## config.mk

```make
export PLATFORM = sky130hd
export DESIGN_NAME = lcd_display_ctrl_flat
export DESIGN_NICKNAME = d
export VERILOG_FILES = /design/src/lcd_cmd_pkg.sv /design/src/lcd_cmd_if.sv /design/src/lcd_display_ctrl.sv /design/src/flat_wrapper.sv
export SDC_FILE = /design/constraint.sdc
export NUM_CORES = 1
export LEC_CHECK = 0
export ABC_AREA = 1
export BUFFER_PORTS_ARGS = -buffer_cell sky130_fd_sc_hd__clkbuf_2
export CORE_MARGIN = 3
export CORE_UTILIZATION = 45
export DETAILED_ROUTE_END_ITERATION = 10
export SLEW_MARGIN = 20
export SYNTH_ARGS = -nofsm -noshare
export SYNTH_HDL_FRONTEND = slang
export SYNTH_SLANG_ARGS = --single-unit
```

## constraint.sdc

```tcl
create_clock -name clk -period 150.3 [get_ports clk]
set_input_delay 30.06 -clock clk [delete_from_list [all_inputs] [get_ports clk]]
set_output_delay 30.06 -clock clk [all_outputs]
set_load 0.03 [all_outputs]
```

## src/lcd_cmd_pkg.sv

```systemverilog
package lcd_cmd_pkg;
   // ****************************************
   // system timing
   // ****************************************
   localparam int unsigned SYS_HZ = 125000000;
   localparam int unsigned FRAME_CLKS = 800; // internal clocks per frame
   localparam int unsigned BLINK_PERIOD_MS = 1000;
   localparam int unsigned PCT = 100;

   // ****************************************
   // instruction encodings
   // ****************************************
   localparam logic [1:0] RS_INSTR = 2'h2;
   localparam logic [2:0] OP_FRAME_FREQ = 3'h4; // bits 7..5
   localparam logic [4:0] OP_DISP_CTRL = 5'h04; // bits 7..3
   localparam logic [5:0] OP_SHIFT = 6'h04; // bits 7..2
   localparam logic [6:0] OP_SCREEN_CFG = 7'h01; // bits 7..1
   localparam logic [5:0] OP_DISP_CFG = 6'h01; // bits 7..2
   localparam logic [4:0] CODE_DEFAULT = 5'h07;
   localparam logic [4:0] CODE_TOP = 5'h15; // this and above share one rate

   // ****************************************
   // address counter and geometry
   // ****************************************
   localparam logic [6:0] LINE0_LAST = 7'h27;
   localparam logic [6:0] LINE1_FIRST = 7'h40;
   localparam logic [6:0] LINE1_LAST = 7'h67;
   localparam logic [5:0] LINE_LEN = 6'h28;
   localparam logic [7:0] COL_LAST = 8'h63;
   localparam logic [7:0] PAIR_BASE = 8'h64;
   localparam logic [7:0] PAIR_TOP = 8'hc7;
   localparam logic [4:0] ROW_CHAR_LAST = 5'h0f;
   localparam logic [4:0] ROW_ICON_A = 5'h10;
   localparam logic [4:0] ROW_ICON_B = 5'h11;
   localparam logic [4:0] STEPS_FULL = 5'h12; // 1:18
   localparam logic [4:0] STEPS_ONE = 5'h09; // 1:9
   localparam logic [4:0] CHAR_ROWS_FULL = 5'h10;
   localparam logic [4:0] CHAR_ROWS_ONE = 5'h08;
   localparam logic [2:0] CURSOR_DOT_ROW = 3'h7;
   localparam logic [4:0] CURSOR_DOTS = 5'h1f;

   // ****************************************
   // host register map
   // ****************************************
   localparam logic [3:0] OFS_CMD = 4'h0;
   localparam logic [3:0] OFS_STATUS = 4'h4;
   localparam int CMD_RS_LSB = 8;
   localparam int CMD_RW_BIT = 10;
   localparam logic [1:0] RESP_OK = 2'h0;
   localparam logic [1:0] RESP_SLVERR = 2'h2;

   // internal clock rate for a frame rate code
   function automatic int unsigned clk_hz(input logic [4:0] c);
      case (c)
         5'h00: clk_hz = 36000;
         5'h01: clk_hz = 39724;
         5'h02: clk_hz = 44308;
         5'h03: clk_hz = 48000;
         5'h04: clk_hz = 52364;
         5'h05: clk_hz = 54857;
         5'h06: clk_hz = 60632;
         5'h07: clk_hz = 64000;
         5'h08: clk_hz = 67765;
         5'h09: clk_hz = 72000;
         5'h0a: clk_hz = 76800;
         5'h0b: clk_hz = 82286;
         5'h0c: clk_hz = 88615;
         5'h0d: clk_hz = 96000;
         5'h0e: clk_hz = 104727;
         5'h0f: clk_hz = 115200;
         5'h10: clk_hz = 128000;
         5'h11: clk_hz = 144000;
         5'h12: clk_hz = 164571;
         5'h13: clk_hz = 192000;
         5'h14: clk_hz = 230400;
         default: clk_hz = 288000;
      endcase
   endfunction

   // high share of the internal clock, in percent
   function automatic int unsigned duty_hi(input logic [4:0] c);
      case (c)
         5'h01: duty_hi = 44;
         5'h02, 5'h0c: duty_hi = 38;
         5'h03, 5'h0d, 5'h13: duty_hi = 33;
         5'h04, 5'h0e: duty_hi = 27;
         5'h05: duty_hi = 23;
         5'h06: duty_hi = 15;
         5'h07, 5'h10: duty_hi = 11;
         5'h08: duty_hi = 5;
         5'h0a: duty_hi = 46;
         5'h0b, 5'h12: duty_hi = 42;
         5'h0f, 5'h14: duty_hi = 20;
         default: duty_hi = 50;
      endcase
   endfunction
endpackage

```

## src/lcd_cmd_if.sv

```systemverilog
`timescale 1ns/1ps
interface lcd_cmd_if;
   logic cmd_valid;
   logic cmd_ready;
   logic [1:0] register_select_code;
   logic rw;
   logic [7:0] cmd_data;
   modport device (input cmd_valid, register_select_code, rw, cmd_data, output cmd_ready);
   modport host (output cmd_valid, register_select_code, rw, cmd_data, input cmd_ready);
endinterface

```

## src/lcd_display_ctrl.sv

```systemverilog
// The register addresses and the AXI4-Lite interface to the registers were decided locally.
`timescale 1ns/1ps
module lcd_display_ctrl #(parameter int unsigned FRAME_CLKS = lcd_cmd_pkg::FRAME_CLKS) (
   input wire logic clk,
   input wire logic nrst,
   lcd_cmd_if.device link,
   input wire logic two_line,
   input wire logic one_line_mux_select,
   input wire logic [7:0] col_req,
   output logic display_on_q,
   output logic cursor_on_q,
   output logic blink_on_q,
   output logic [4:0] frame_rate_code_q,
   output logic lcd_clk_q,
   output logic frame_tick_q,
   output logic [6:0] addr_counter_q,
   output logic [5:0] scroll_offset_q,
   output logic [4:0] drive_row_q,
   output logic [4:0] cursor_dots_q,
   output logic blink_full_q,
   output logic [7:0] col_drive_q,
   output logic [7:0] col_pair_q
);
   // ****************************************
   // instruction decode into shadow settings
   // ****************************************
   logic [7:0] op, col_log;
   logic [4:0] sh_code_q;
   logic sh_disp_q, sh_cur_q, sh_blink_q, sh_mirror_q, sh_col_q, sh_row_q;
   logic pend_q, pend_scroll_q, pend_right_q, take, ready_q, col_rev_q, row_rev_q, mirror_q;
   assign op = link.cmd_data;
   assign take = link.cmd_valid & ready_q & (link.register_select_code == lcd_cmd_pkg::RS_INSTR)
      & ~link.rw;
   assign link.cmd_ready = ready_q;
   // ready from the first clock after reset: every instruction is decoded in one cycle
   always_ff @(posedge clk or negedge nrst) begin
      if (!nrst) begin
         ready_q <= 1'b0;
      end else begin
         ready_q <= 1'b1;
      end
   end
   // shadow settings, applied to the drive only at a frame boundary
   always_ff @(posedge clk or negedge nrst) begin
      if (!nrst) begin
         sh_code_q <= lcd_cmd_pkg::CODE_DEFAULT;
         sh_disp_q <= 1'b0;
         sh_cur_q <= 1'b0;
         sh_blink_q <= 1'b0;
         sh_mirror_q <= 1'b0;
         sh_col_q <= 1'b0;
         sh_row_q <= 1'b0;
      end else if (take) begin
         if (op[7:5] == lcd_cmd_pkg::OP_FRAME_FREQ) begin
            sh_code_q <= op[4:0];
         end else if (op[7:3] == lcd_cmd_pkg::OP_DISP_CTRL) begin
            sh_disp_q <= op[2];
            sh_cur_q <= op[1];
            sh_blink_q <= op[0];
         end else if (op[7:1] == lcd_cmd_pkg::OP_SCREEN_CFG) begin
            sh_mirror_q <= op[0];
         end else if (op[7:2] == lcd_cmd_pkg::OP_DISP_CFG) begin
            sh_col_q <= op[1];
            sh_row_q <= op[0];
         end
      end
   end
   // ****************************************
   // cursor and display shift
   // ****************************************
   // step the counter one place, crossing lines in two-line mode
   function automatic logic [6:0] ac_step(input logic [6:0] a, input logic right,
                                          input logic two);
      logic [6:0] r;
      r = right ? a + 7'h01 : a - 7'h01;
      if (right && a == lcd_cmd_pkg::LINE0_LAST) begin
         r = two ? lcd_cmd_pkg::LINE1_FIRST : 7'h00;
      end else if (right && a == lcd_cmd_pkg::LINE1_LAST) begin
         r = 7'h00;
      end else if (!right && a == 7'h00) begin
         r = two ? lcd_cmd_pkg::LINE1_LAST : lcd_cmd_pkg::LINE0_LAST;
      end else if (!right && a == lcd_cmd_pkg::LINE1_FIRST) begin
         r = lcd_cmd_pkg::LINE0_LAST;
      end
      return r;
   endfunction
   // a shift waits for the next instruction, the update, to take effect
   always_ff @(posedge clk or negedge nrst) begin
      if (!nrst) begin
         pend_q <= 1'b0;
         pend_scroll_q <= 1'b0;
         pend_right_q <= 1'b0;
      end else if (take) begin
         pend_q <= op[7:2] == lcd_cmd_pkg::OP_SHIFT;
         if (op[7:2] == lcd_cmd_pkg::OP_SHIFT) begin
            pend_scroll_q <= op[1];
            pend_right_q <= op[0];
         end
      end
   end
   // counter and scroll offset only; no memory port exists here at all
   always_ff @(posedge clk or negedge nrst) begin
      if (!nrst) begin
         addr_counter_q <= 7'h00;
         scroll_offset_q <= 6'h00;
      end else if (take && pend_q) begin
         if (!pend_scroll_q) begin
            addr_counter_q <= ac_step(addr_counter_q, pend_right_q, two_line);
         end else if (pend_right_q) begin
            // one offset for every line, modulo the line length
            scroll_offset_q <= (scroll_offset_q == lcd_cmd_pkg::LINE_LEN - 6'h01) ? 6'h00
               : scroll_offset_q + 6'h01;
         end else begin
            scroll_offset_q <= (scroll_offset_q == 6'h00) ? lcd_cmd_pkg::LINE_LEN - 6'h01
               : scroll_offset_q - 6'h01;
         end
      end
   end
   // ****************************************
   // internal clock and frame timing
   // ****************************************
   logic [15:0] div_cnt_q, per, hi;
   logic tick, frame_end;
   logic [9:0] frm_cnt_q;
   assign per = 16'(lcd_cmd_pkg::SYS_HZ / lcd_cmd_pkg::clk_hz(frame_rate_code_q));
   assign hi = 16'((32'(per) * lcd_cmd_pkg::duty_hi(frame_rate_code_q)) / lcd_cmd_pkg::PCT);
   assign tick = div_cnt_q == per - 16'h0001;
   assign frame_end = tick && frm_cnt_q == 10'(FRAME_CLKS - 1);
   // divider; the duty split is derived from the same count
   always_ff @(posedge clk or negedge nrst) begin
      if (!nrst) begin
         div_cnt_q <= 16'h0000;
         lcd_clk_q <= 1'b0;
      end else begin
         div_cnt_q <= tick ? 16'h0000 : div_cnt_q + 16'h0001;
         lcd_clk_q <= tick ? 1'b1 : (div_cnt_q + 16'h0001 < hi);
      end
   end
   // frame counter in internal clocks
   always_ff @(posedge clk or negedge nrst) begin
      if (!nrst) begin
         frm_cnt_q <= 10'h000;
         frame_tick_q <= 1'b0;
      end else begin
         frame_tick_q <= frame_end;
         if (tick) begin
            frm_cnt_q <= frame_end ? 10'h000 : frm_cnt_q + 10'h001;
         end
      end
   end
   // shadow to active at the frame boundary, so no frame mixes settings
   always_ff @(posedge clk or negedge nrst) begin
      if (!nrst) begin
         frame_rate_code_q <= lcd_cmd_pkg::CODE_DEFAULT;
         display_on_q <= 1'b0;
         cursor_on_q <= 1'b0;
         blink_on_q <= 1'b0;
         mirror_q <= 1'b0;
         col_rev_q <= 1'b0;
         row_rev_q <= 1'b0;
      end else if (frame_end) begin
         frame_rate_code_q <= sh_code_q;
         display_on_q <= sh_disp_q;
         cursor_on_q <= sh_cur_q;
         blink_on_q <= sh_blink_q;
         mirror_q <= sh_mirror_q;
         col_rev_q <= sh_col_q;
         row_rev_q <= sh_row_q;
      end
   end
   // ****************************************
   // row scan
   // ****************************************
   logic [4:0] steps, char_rows, step_q, lrow;
   logic [9:0] row_cnt_q, row_ticks;
   assign steps = one_line_mux_select ? lcd_cmd_pkg::STEPS_ONE : lcd_cmd_pkg::STEPS_FULL;
   assign char_rows = one_line_mux_select ? lcd_cmd_pkg::CHAR_ROWS_ONE
      : lcd_cmd_pkg::CHAR_ROWS_FULL;
   assign row_ticks = 10'(FRAME_CLKS) / 10'(steps);
   // steps hold in the last row until the frame ends
   always_ff @(posedge clk or negedge nrst) begin
      if (!nrst) begin
         row_cnt_q <= 10'h000;
         step_q <= 5'h00;
      end else if (frame_end) begin
         row_cnt_q <= 10'h000;
         step_q <= 5'h00;
      end else if (tick) begin
         if (row_cnt_q == row_ticks - 10'h001 && step_q != steps - 5'h01) begin
            row_cnt_q <= 10'h000;
            step_q <= step_q + 5'h01;
         end else begin
            row_cnt_q <= row_cnt_q + 10'h001;
         end
      end
   end
   // map the scan step to a physical row
   always_comb begin
      lrow = 5'h00;
      if (step_q < char_rows) begin
         lrow = row_rev_q ? lcd_cmd_pkg::ROW_CHAR_LAST - step_q : step_q;
      end else if (step_q == char_rows) begin
         lrow = row_rev_q ? lcd_cmd_pkg::ROW_ICON_B : lcd_cmd_pkg::ROW_ICON_A;
      end else begin
         lrow = row_rev_q ? lcd_cmd_pkg::ROW_ICON_A : lcd_cmd_pkg::ROW_ICON_B;
      end
   end
   // ****************************************
   // cursor, blink and columns
   // ****************************************
   logic [17:0] blk_cnt_q, blk_half;
   logic blink_phase_q, cur_line;
   assign blk_half = 18'((lcd_cmd_pkg::clk_hz(frame_rate_code_q) * lcd_cmd_pkg::BLINK_PERIOD_MS)
      / 2000);
   assign cur_line = two_line & (addr_counter_q >= lcd_cmd_pkg::LINE1_FIRST);
   assign col_log = col_rev_q ? lcd_cmd_pkg::COL_LAST - col_req : col_req;
   // blink half period counted in internal clocks
   always_ff @(posedge clk or negedge nrst) begin
      if (!nrst) begin
         blk_cnt_q <= 18'h00000;
         blink_phase_q <= 1'b0;
      end else if (tick) begin
         if (blk_cnt_q >= blk_half - 18'h00001) begin
            blk_cnt_q <= 18'h00000;
            blink_phase_q <= ~blink_phase_q;
         end else begin
            blk_cnt_q <= blk_cnt_q + 18'h00001;
         end
      end
   end
   // registered drive outputs
   always_ff @(posedge clk or negedge nrst) begin
      if (!nrst) begin
         drive_row_q <= 5'h00;
         cursor_dots_q <= 5'h00;
         blink_full_q <= 1'b0;
         col_drive_q <= 8'h00;
         col_pair_q <= lcd_cmd_pkg::PAIR_BASE;
      end else begin
         drive_row_q <= lrow;
         cursor_dots_q <= (display_on_q && cursor_on_q && step_q < char_rows
            && step_q == {1'b0, cur_line, lcd_cmd_pkg::CURSOR_DOT_ROW})
            ? lcd_cmd_pkg::CURSOR_DOTS : 5'h00;
         blink_full_q <= display_on_q & blink_on_q & blink_phase_q;
         col_drive_q <= col_log;
         col_pair_q <= mirror_q ? lcd_cmd_pkg::PAIR_TOP - col_log
            : col_log + lcd_cmd_pkg::PAIR_BASE;
      end
   end
endmodule // lcd_display_ctrl
```

## src/flat_wrapper.sv

```systemverilog
// flat-port wrapper written by rule: the top's interface ports become plain ports
module lcd_display_ctrl_flat 
#(parameter int unsigned FRAME_CLKS = lcd_cmd_pkg::FRAME_CLKS)
  (clk, nrst, two_line, one_line_mux_select, col_req, display_on_q, cursor_on_q, blink_on_q, frame_rate_code_q, lcd_clk_q, frame_tick_q, addr_counter_q, scroll_offset_q, drive_row_q, cursor_dots_q, blink_full_q, col_drive_q, col_pair_q, link_cmd_valid, link_register_select_code, link_rw, link_cmd_data, link_cmd_ready);
  lcd_cmd_if link_i ();
  input wire logic clk;
  input wire logic nrst;
  input wire logic two_line;
  input wire logic one_line_mux_select;
  input wire logic [7:0] col_req;
  output logic display_on_q;
  output logic cursor_on_q;
  output logic blink_on_q;
  output logic [4:0] frame_rate_code_q;
  output logic lcd_clk_q;
  output logic frame_tick_q;
  output logic [6:0] addr_counter_q;
  output logic [5:0] scroll_offset_q;
  output logic [4:0] drive_row_q;
  output logic [4:0] cursor_dots_q;
  output logic blink_full_q;
  output logic [7:0] col_drive_q;
  output logic [7:0] col_pair_q;
  input wire logic [$bits(link_i.cmd_valid)-1:0] link_cmd_valid;
  input wire logic [$bits(link_i.register_select_code)-1:0] link_register_select_code;
  input wire logic [$bits(link_i.rw)-1:0] link_rw;
  input wire logic [$bits(link_i.cmd_data)-1:0] link_cmd_data;
  output wire logic [$bits(link_i.cmd_ready)-1:0] link_cmd_ready;
  assign link_i.cmd_valid = link_cmd_valid;
  assign link_i.register_select_code = link_register_select_code;
  assign link_i.rw = link_rw;
  assign link_i.cmd_data = link_cmd_data;
  assign link_cmd_ready = link_i.cmd_ready;
  lcd_display_ctrl #(.FRAME_CLKS(FRAME_CLKS)) u_core (.clk(clk), .nrst(nrst), .link(link_i), .two_line(two_line), .one_line_mux_select(one_line_mux_select), .col_req(col_req), .display_on_q(display_on_q), .cursor_on_q(cursor_on_q), .blink_on_q(blink_on_q), .frame_rate_code_q(frame_rate_code_q), .lcd_clk_q(lcd_clk_q), .frame_tick_q(frame_tick_q), .addr_counter_q(addr_counter_q), .scroll_offset_q(scroll_offset_q), .drive_row_q(drive_row_q), .cursor_dots_q(cursor_dots_q), .blink_full_q(blink_full_q), .col_drive_q(col_drive_q), .col_pair_q(col_pair_q));
endmodule
```

==> flow_summary_export.csv <==
group,metric,value,unit
sta,accumulated_negative_setup_slack,0,ns
job,maxCapViolCount,0,
floorplanning,pin_count,75,
floorplanning,die_area,0.111,mm²
cts,postcts_setup_bufs,0,
hold_path,holdPathEnd,"u_core.blink_phase_q",
sta,rsz0062_at_grt,"false",
power_and_ir_drop,power.density,1.82,mW/mm²
critical_path,path_max_fanout,40,
layout,nFillCells,11100,
global_route,overflow,0,
sta,finalCritPeriodShare,66.2,%
power_and_ir_drop,switching_share,29.3,%
detailed_routing,routed_wl,139000,µm
layout,antenna-diode-count,0,
hold_path,hold_path.startpoint,"u_core.blink_phase_q",
floorplanning,core_footprint,0.106,mm²
cts,clock_tree.root_cell,"clkbuf_16",
power_and_ir_drop,power.combinational.fraction,10.1,%
detailed_routing,ant_nets,0,
logic_synthesis,ys.warnings.count,0,
sta,slew-limit-headroom,34.4,%
cts,clock_buffers_created_by_tritoncts,17,
logic_synthesis,library_cells_used_by_synthesis,88,
power_and_ir_drop,clock_power_share,50.4,%
layout,final_net_count,8594,
hold_path,holdPathStages,1,
critical_path,launch_instance_of_the_worst_register_to_register_path,"u_core.frame_rate_code_q[3]",
logic_synthesis,synth.ff_latch_count,124,
global_route,met3_usage_grt,2.54,%
critical_path,worst-setup-path-type,"reg2reg",
run_status,outcome,"finished clean",
sta,timing.final.setup_violations,0,
sta,pins_over_slew_limit,0,
power_and_ir_drop,totalPowerFinal,0.0914,mW
global_route,pin_count_of_the_biggest_net_entering_global_routing,78,
cts,post_cts_resized,0,
critical_path,critical-path-max-stage-delay,0.93,ns
global_route,grt_pass1_wl,228000,µm
logic_synthesis,synth-seq-area-share,6.48,%
floorplanning,die_h,333,µm
sta,worst_clock_skew,0.0355,ns
detailed_routing,drcViolationCount,0,
detailed_routing,firstDrtPassIters,6,
cts,clock_sink_count,124,
floorplanning,die_width,333,µm
global_route,global_route.usage.total,24.5,%
critical_path,cp.required,150.62,ns
detailed_routing,detail_route.wl_per_cell,15.1,µm
logic_synthesis,synth-main-ff-cell,"dfrtp_1",
critical_path,worst_setup_path_end_kind,"flop",
hold_path,hold_path_class,"reg2reg",
logic_synthesis,synth.top_cell.area_share,16.6,%
global_route,globalRouteMet1Util,32.5,%
cts,cts_tree,"yes",
critical_path,worst-r2r-setup-slack,50.78,ns
critical_path,cp_data_arrival_time,99.84,ns
power_and_ir_drop,leakage,28.5,nW
critical_path,crit_path_frequent_cell,"nand2_1",
logic_synthesis,synth.area.top_cells,"ha_1 (17%), nand2_1 (16%), inv_1 (8.9%)",
power_and_ir_drop,power_report.internal_total,0.0646,mW
placement,finalWeightedCongestion,0.935,
global_route,antenna_found_initial,0,
cts,cts.hold.buffers_added,0,
floorplanning,start_util,45.5,%
logic_synthesis,async_reset_ff_share,100,%
critical_path,cp-start-kind,"flop",
logic_synthesis,syn-cell-area,0.0481,mm²
detailed_routing,initialDrtViolationCount,2932,
sta,fin_crit,99.52,ns
cts,worstSkewPairLatency,0.45,ns
global_route,grt_busiest_layer,"met2",
critical_path,crit_slowest_cell,"inv_1",
logic_synthesis,gate_count_of_the_mapped_netlist,7811,
cts,cts.path.max_buffers,2,
floorplanning,fp-row-count,119,
detailed_routing,post_drt_via_cell_ratio,5.28,
layout,area_growth,4.33,%
sta,timing_worst_slew_pin_value,0.985,ns
logic_synthesis,number_of_synthesized_flops_with_an_enable_pin,0,
cts,clk_pin_slew_worst_paths,0.07,ns
critical_path,ff2ff_path_depth,601,
power_and_ir_drop,ir_worst_vdd,0.00731,mV
logic_synthesis,syn-mean-instance-area,6.15,µm²
sta,max_freq,0.0100,GHz
detailed_routing,vias,48700,
placement,post-dp-hpwl,113000,µm
placement,number_of_port_buffers,74,
logic_synthesis,syn-num-nets,8595,
layout,final_layout_size_suffix_gt1_share,8.00,%
critical_path,regToRegEndpoint,"u_core.lcd_clk_q",
logic_synthesis,yosysTopAreaCell,"ha_1",
cts,htree_num_levels,4,
sta,finalHoldViolCount,0,
global_route,vias_in_the_first_global_route,45800,
global_route,grt_use_met2,42.1,%
power_and_ir_drop,seq_power_share,39.5,%
power_and_ir_drop,netSwitchingPower,0.0267,mW
==> per-stage QoR <==
| step | instances | area (µm²) | setup slack [ns] | hold WS (ns) | util (%) |
|---|---|---|---|---|---|
| final | 9214 | 50100 | 50.78 | 0.469 | 47.5 |
| after global routing | 9214 | 50100 | 37.78 | 0.483 | 47.5 |
| after CTS | 9214 | 50100 | 51.46 | 0.468 | 47.5 |
| after detailed placement | 9182 | 49500 | 51.67 | 0.455 | 46.9 |
| after global placement | 9182 | 49500 | 54.63 | 0.447 | 46.9 |
| after floorplan | 7811 | 48100 | 65.70 | 0.434 | - |
==> cells in the final DEF, fill, tap and decap left out, drive strengths merged, types with 162 or more instances in the layout <==
cell | Yosys | layout
a21oi | 486 | 486
ha | 638 | 638
inv | 1204 | 1209
nand2 | 2198 | 2198
nand3 | 574 | 574
nand4 | 162 | 162
nor2 | 618 | 618
o21ai | 603 | 603
xnor2 | 162 | 162
xor2 | 346 | 346
==> worst max-delay path by stage <==
stage / cells after the start / from / end / slack, ns
finish: 601 / u_core.frame_rate_code_q[3] / u_core.lcd_clk_q / 50.78
global route: 603 / u_core.frame_rate_code_q[3] / u_core.lcd_clk_q / 37.78
CTS: 601 / u_core.frame_rate_code_q[3] / u_core.lcd_clk_q / 51.46
detailed placement: 599 / u_core.frame_rate_code_q[3] / u_core.lcd_clk_q / 51.67
global placement: 604 / u_core.frame_rate_code_q[0] / u_core.lcd_clk_q / 54.63
floorplan: 638 / u_core.frame_rate_code_q[0] / u_core.lcd_clk_q / 65.70
==> cell families after synthesis <==
kind of cell             synth area share (%)
AO/OA/AOI/OAI                            15.5
XOR/XNOR                                 9.26
adder cells (fa/ha/maj)                  21.7
buffers and inverters                    11.6
flip-flops                               6.48
multiplexers                           0.0443
other                                 0.00780
AND/OR/NAND/NOR                          35.4
==> cells in the mapped netlist (7+ instances only) <==
master     number
nand3b_1       28
xnor2_1       162
nand4_1       158
inv_2          54
o211ai_1       27
fa_1          122
clkinv_1       10
nand2_1      2050
a21o_1         18
or2_2          42
o31ai_1        16
o21ai_0       450
and2_1         12
a21oi_1       479
ha_1          638
nand2_4        32
nand3_2        67
nand2_2       116
o21bai_1       84
dfrtp_1       115
o21ai_2        27
nand3_1       498
buf_6          30
nor4_1         16
o21ai_1       124
a211oi_1       12
xor2_1        346
nor2_2         51
a31oi_1        18
nor2_4         23
o2111ai_1       7
dfstp_2         9
inv_1        1145
nand3_4         9
buf_4          17
nor2_1        540
o221ai_1       10
nor3_1         76
clkbuf_1       54
clkbuf_8        7
o21a_1          9
==> power by group through the flow <==
| stage | clock [mW] | sequential [mW] | combinational, mW |
|---|---|---|---|
| after floorplan | 0 | 0.0384 | 0.00423 |
| after global placement | 0 | 0.0367 | 0.00926 |
| after detailed placement | 0 | 0.0367 | 0.00929 |
| after CTS | 0.0470 | 0.0361 | 0.00932 |
| after global routing | 0.0487 | 0.0363 | 0.0104 |
| final | 0.0461 | 0.0361 | 0.00920 |
==> worst max-delay path, delay by kind of cell (launching register included) <==
family / cells / cell delay, ns
buf+inv: 59 / 9.78
simple gates: 292 / 36.67
fa+ha+maj: 37 / 11.98
compound gates: 213 / 39.86
flops: 1 / 0.85
==> flip-flops by register name, summed over array words and instances, names as in the netlist, 5 cells and up <==
name,flops
u_core.blk_cnt_q,18
u_core.div_cnt_q,16
u_core.frm_cnt_q,10
u_core.row_cnt_q,10
u_core.col_drive_q,8
u_core.col_pair_q,8
u_core.addr_counter_q,7
u_core.scroll_offset_q,6
u_core.drive_row_q,5
u_core.frame_rate_code_q,5
u_core.sh_code_q,5
u_core.step_q,5
==> area by class of cell <==
cell class	instances	area [µm²]	share of cell area (%)
timing repair buffer	113	669	1.33
clock inverter	14	183	0.364
multi-input combinational	6340	39400	78.6
tap	1391	1740	3.47
sequential	124	3110	6.21
inverter	1214	4570	9.12
clock buffer	18	439	0.876
==> per-layer routing <==
metal | vias up | share of wire [%] | wire length [µm]
met5 | - | 0 | 0
met4 | 0 | 2.8 | 3930
met1 | 22100 | 47 | 65300
met2 | 930 | 46 | 64000
li1 | 25500 | - | -
met3 | 193 | 4.2 | 5800
Note: power is estimated with default switching activity, not from simulation.
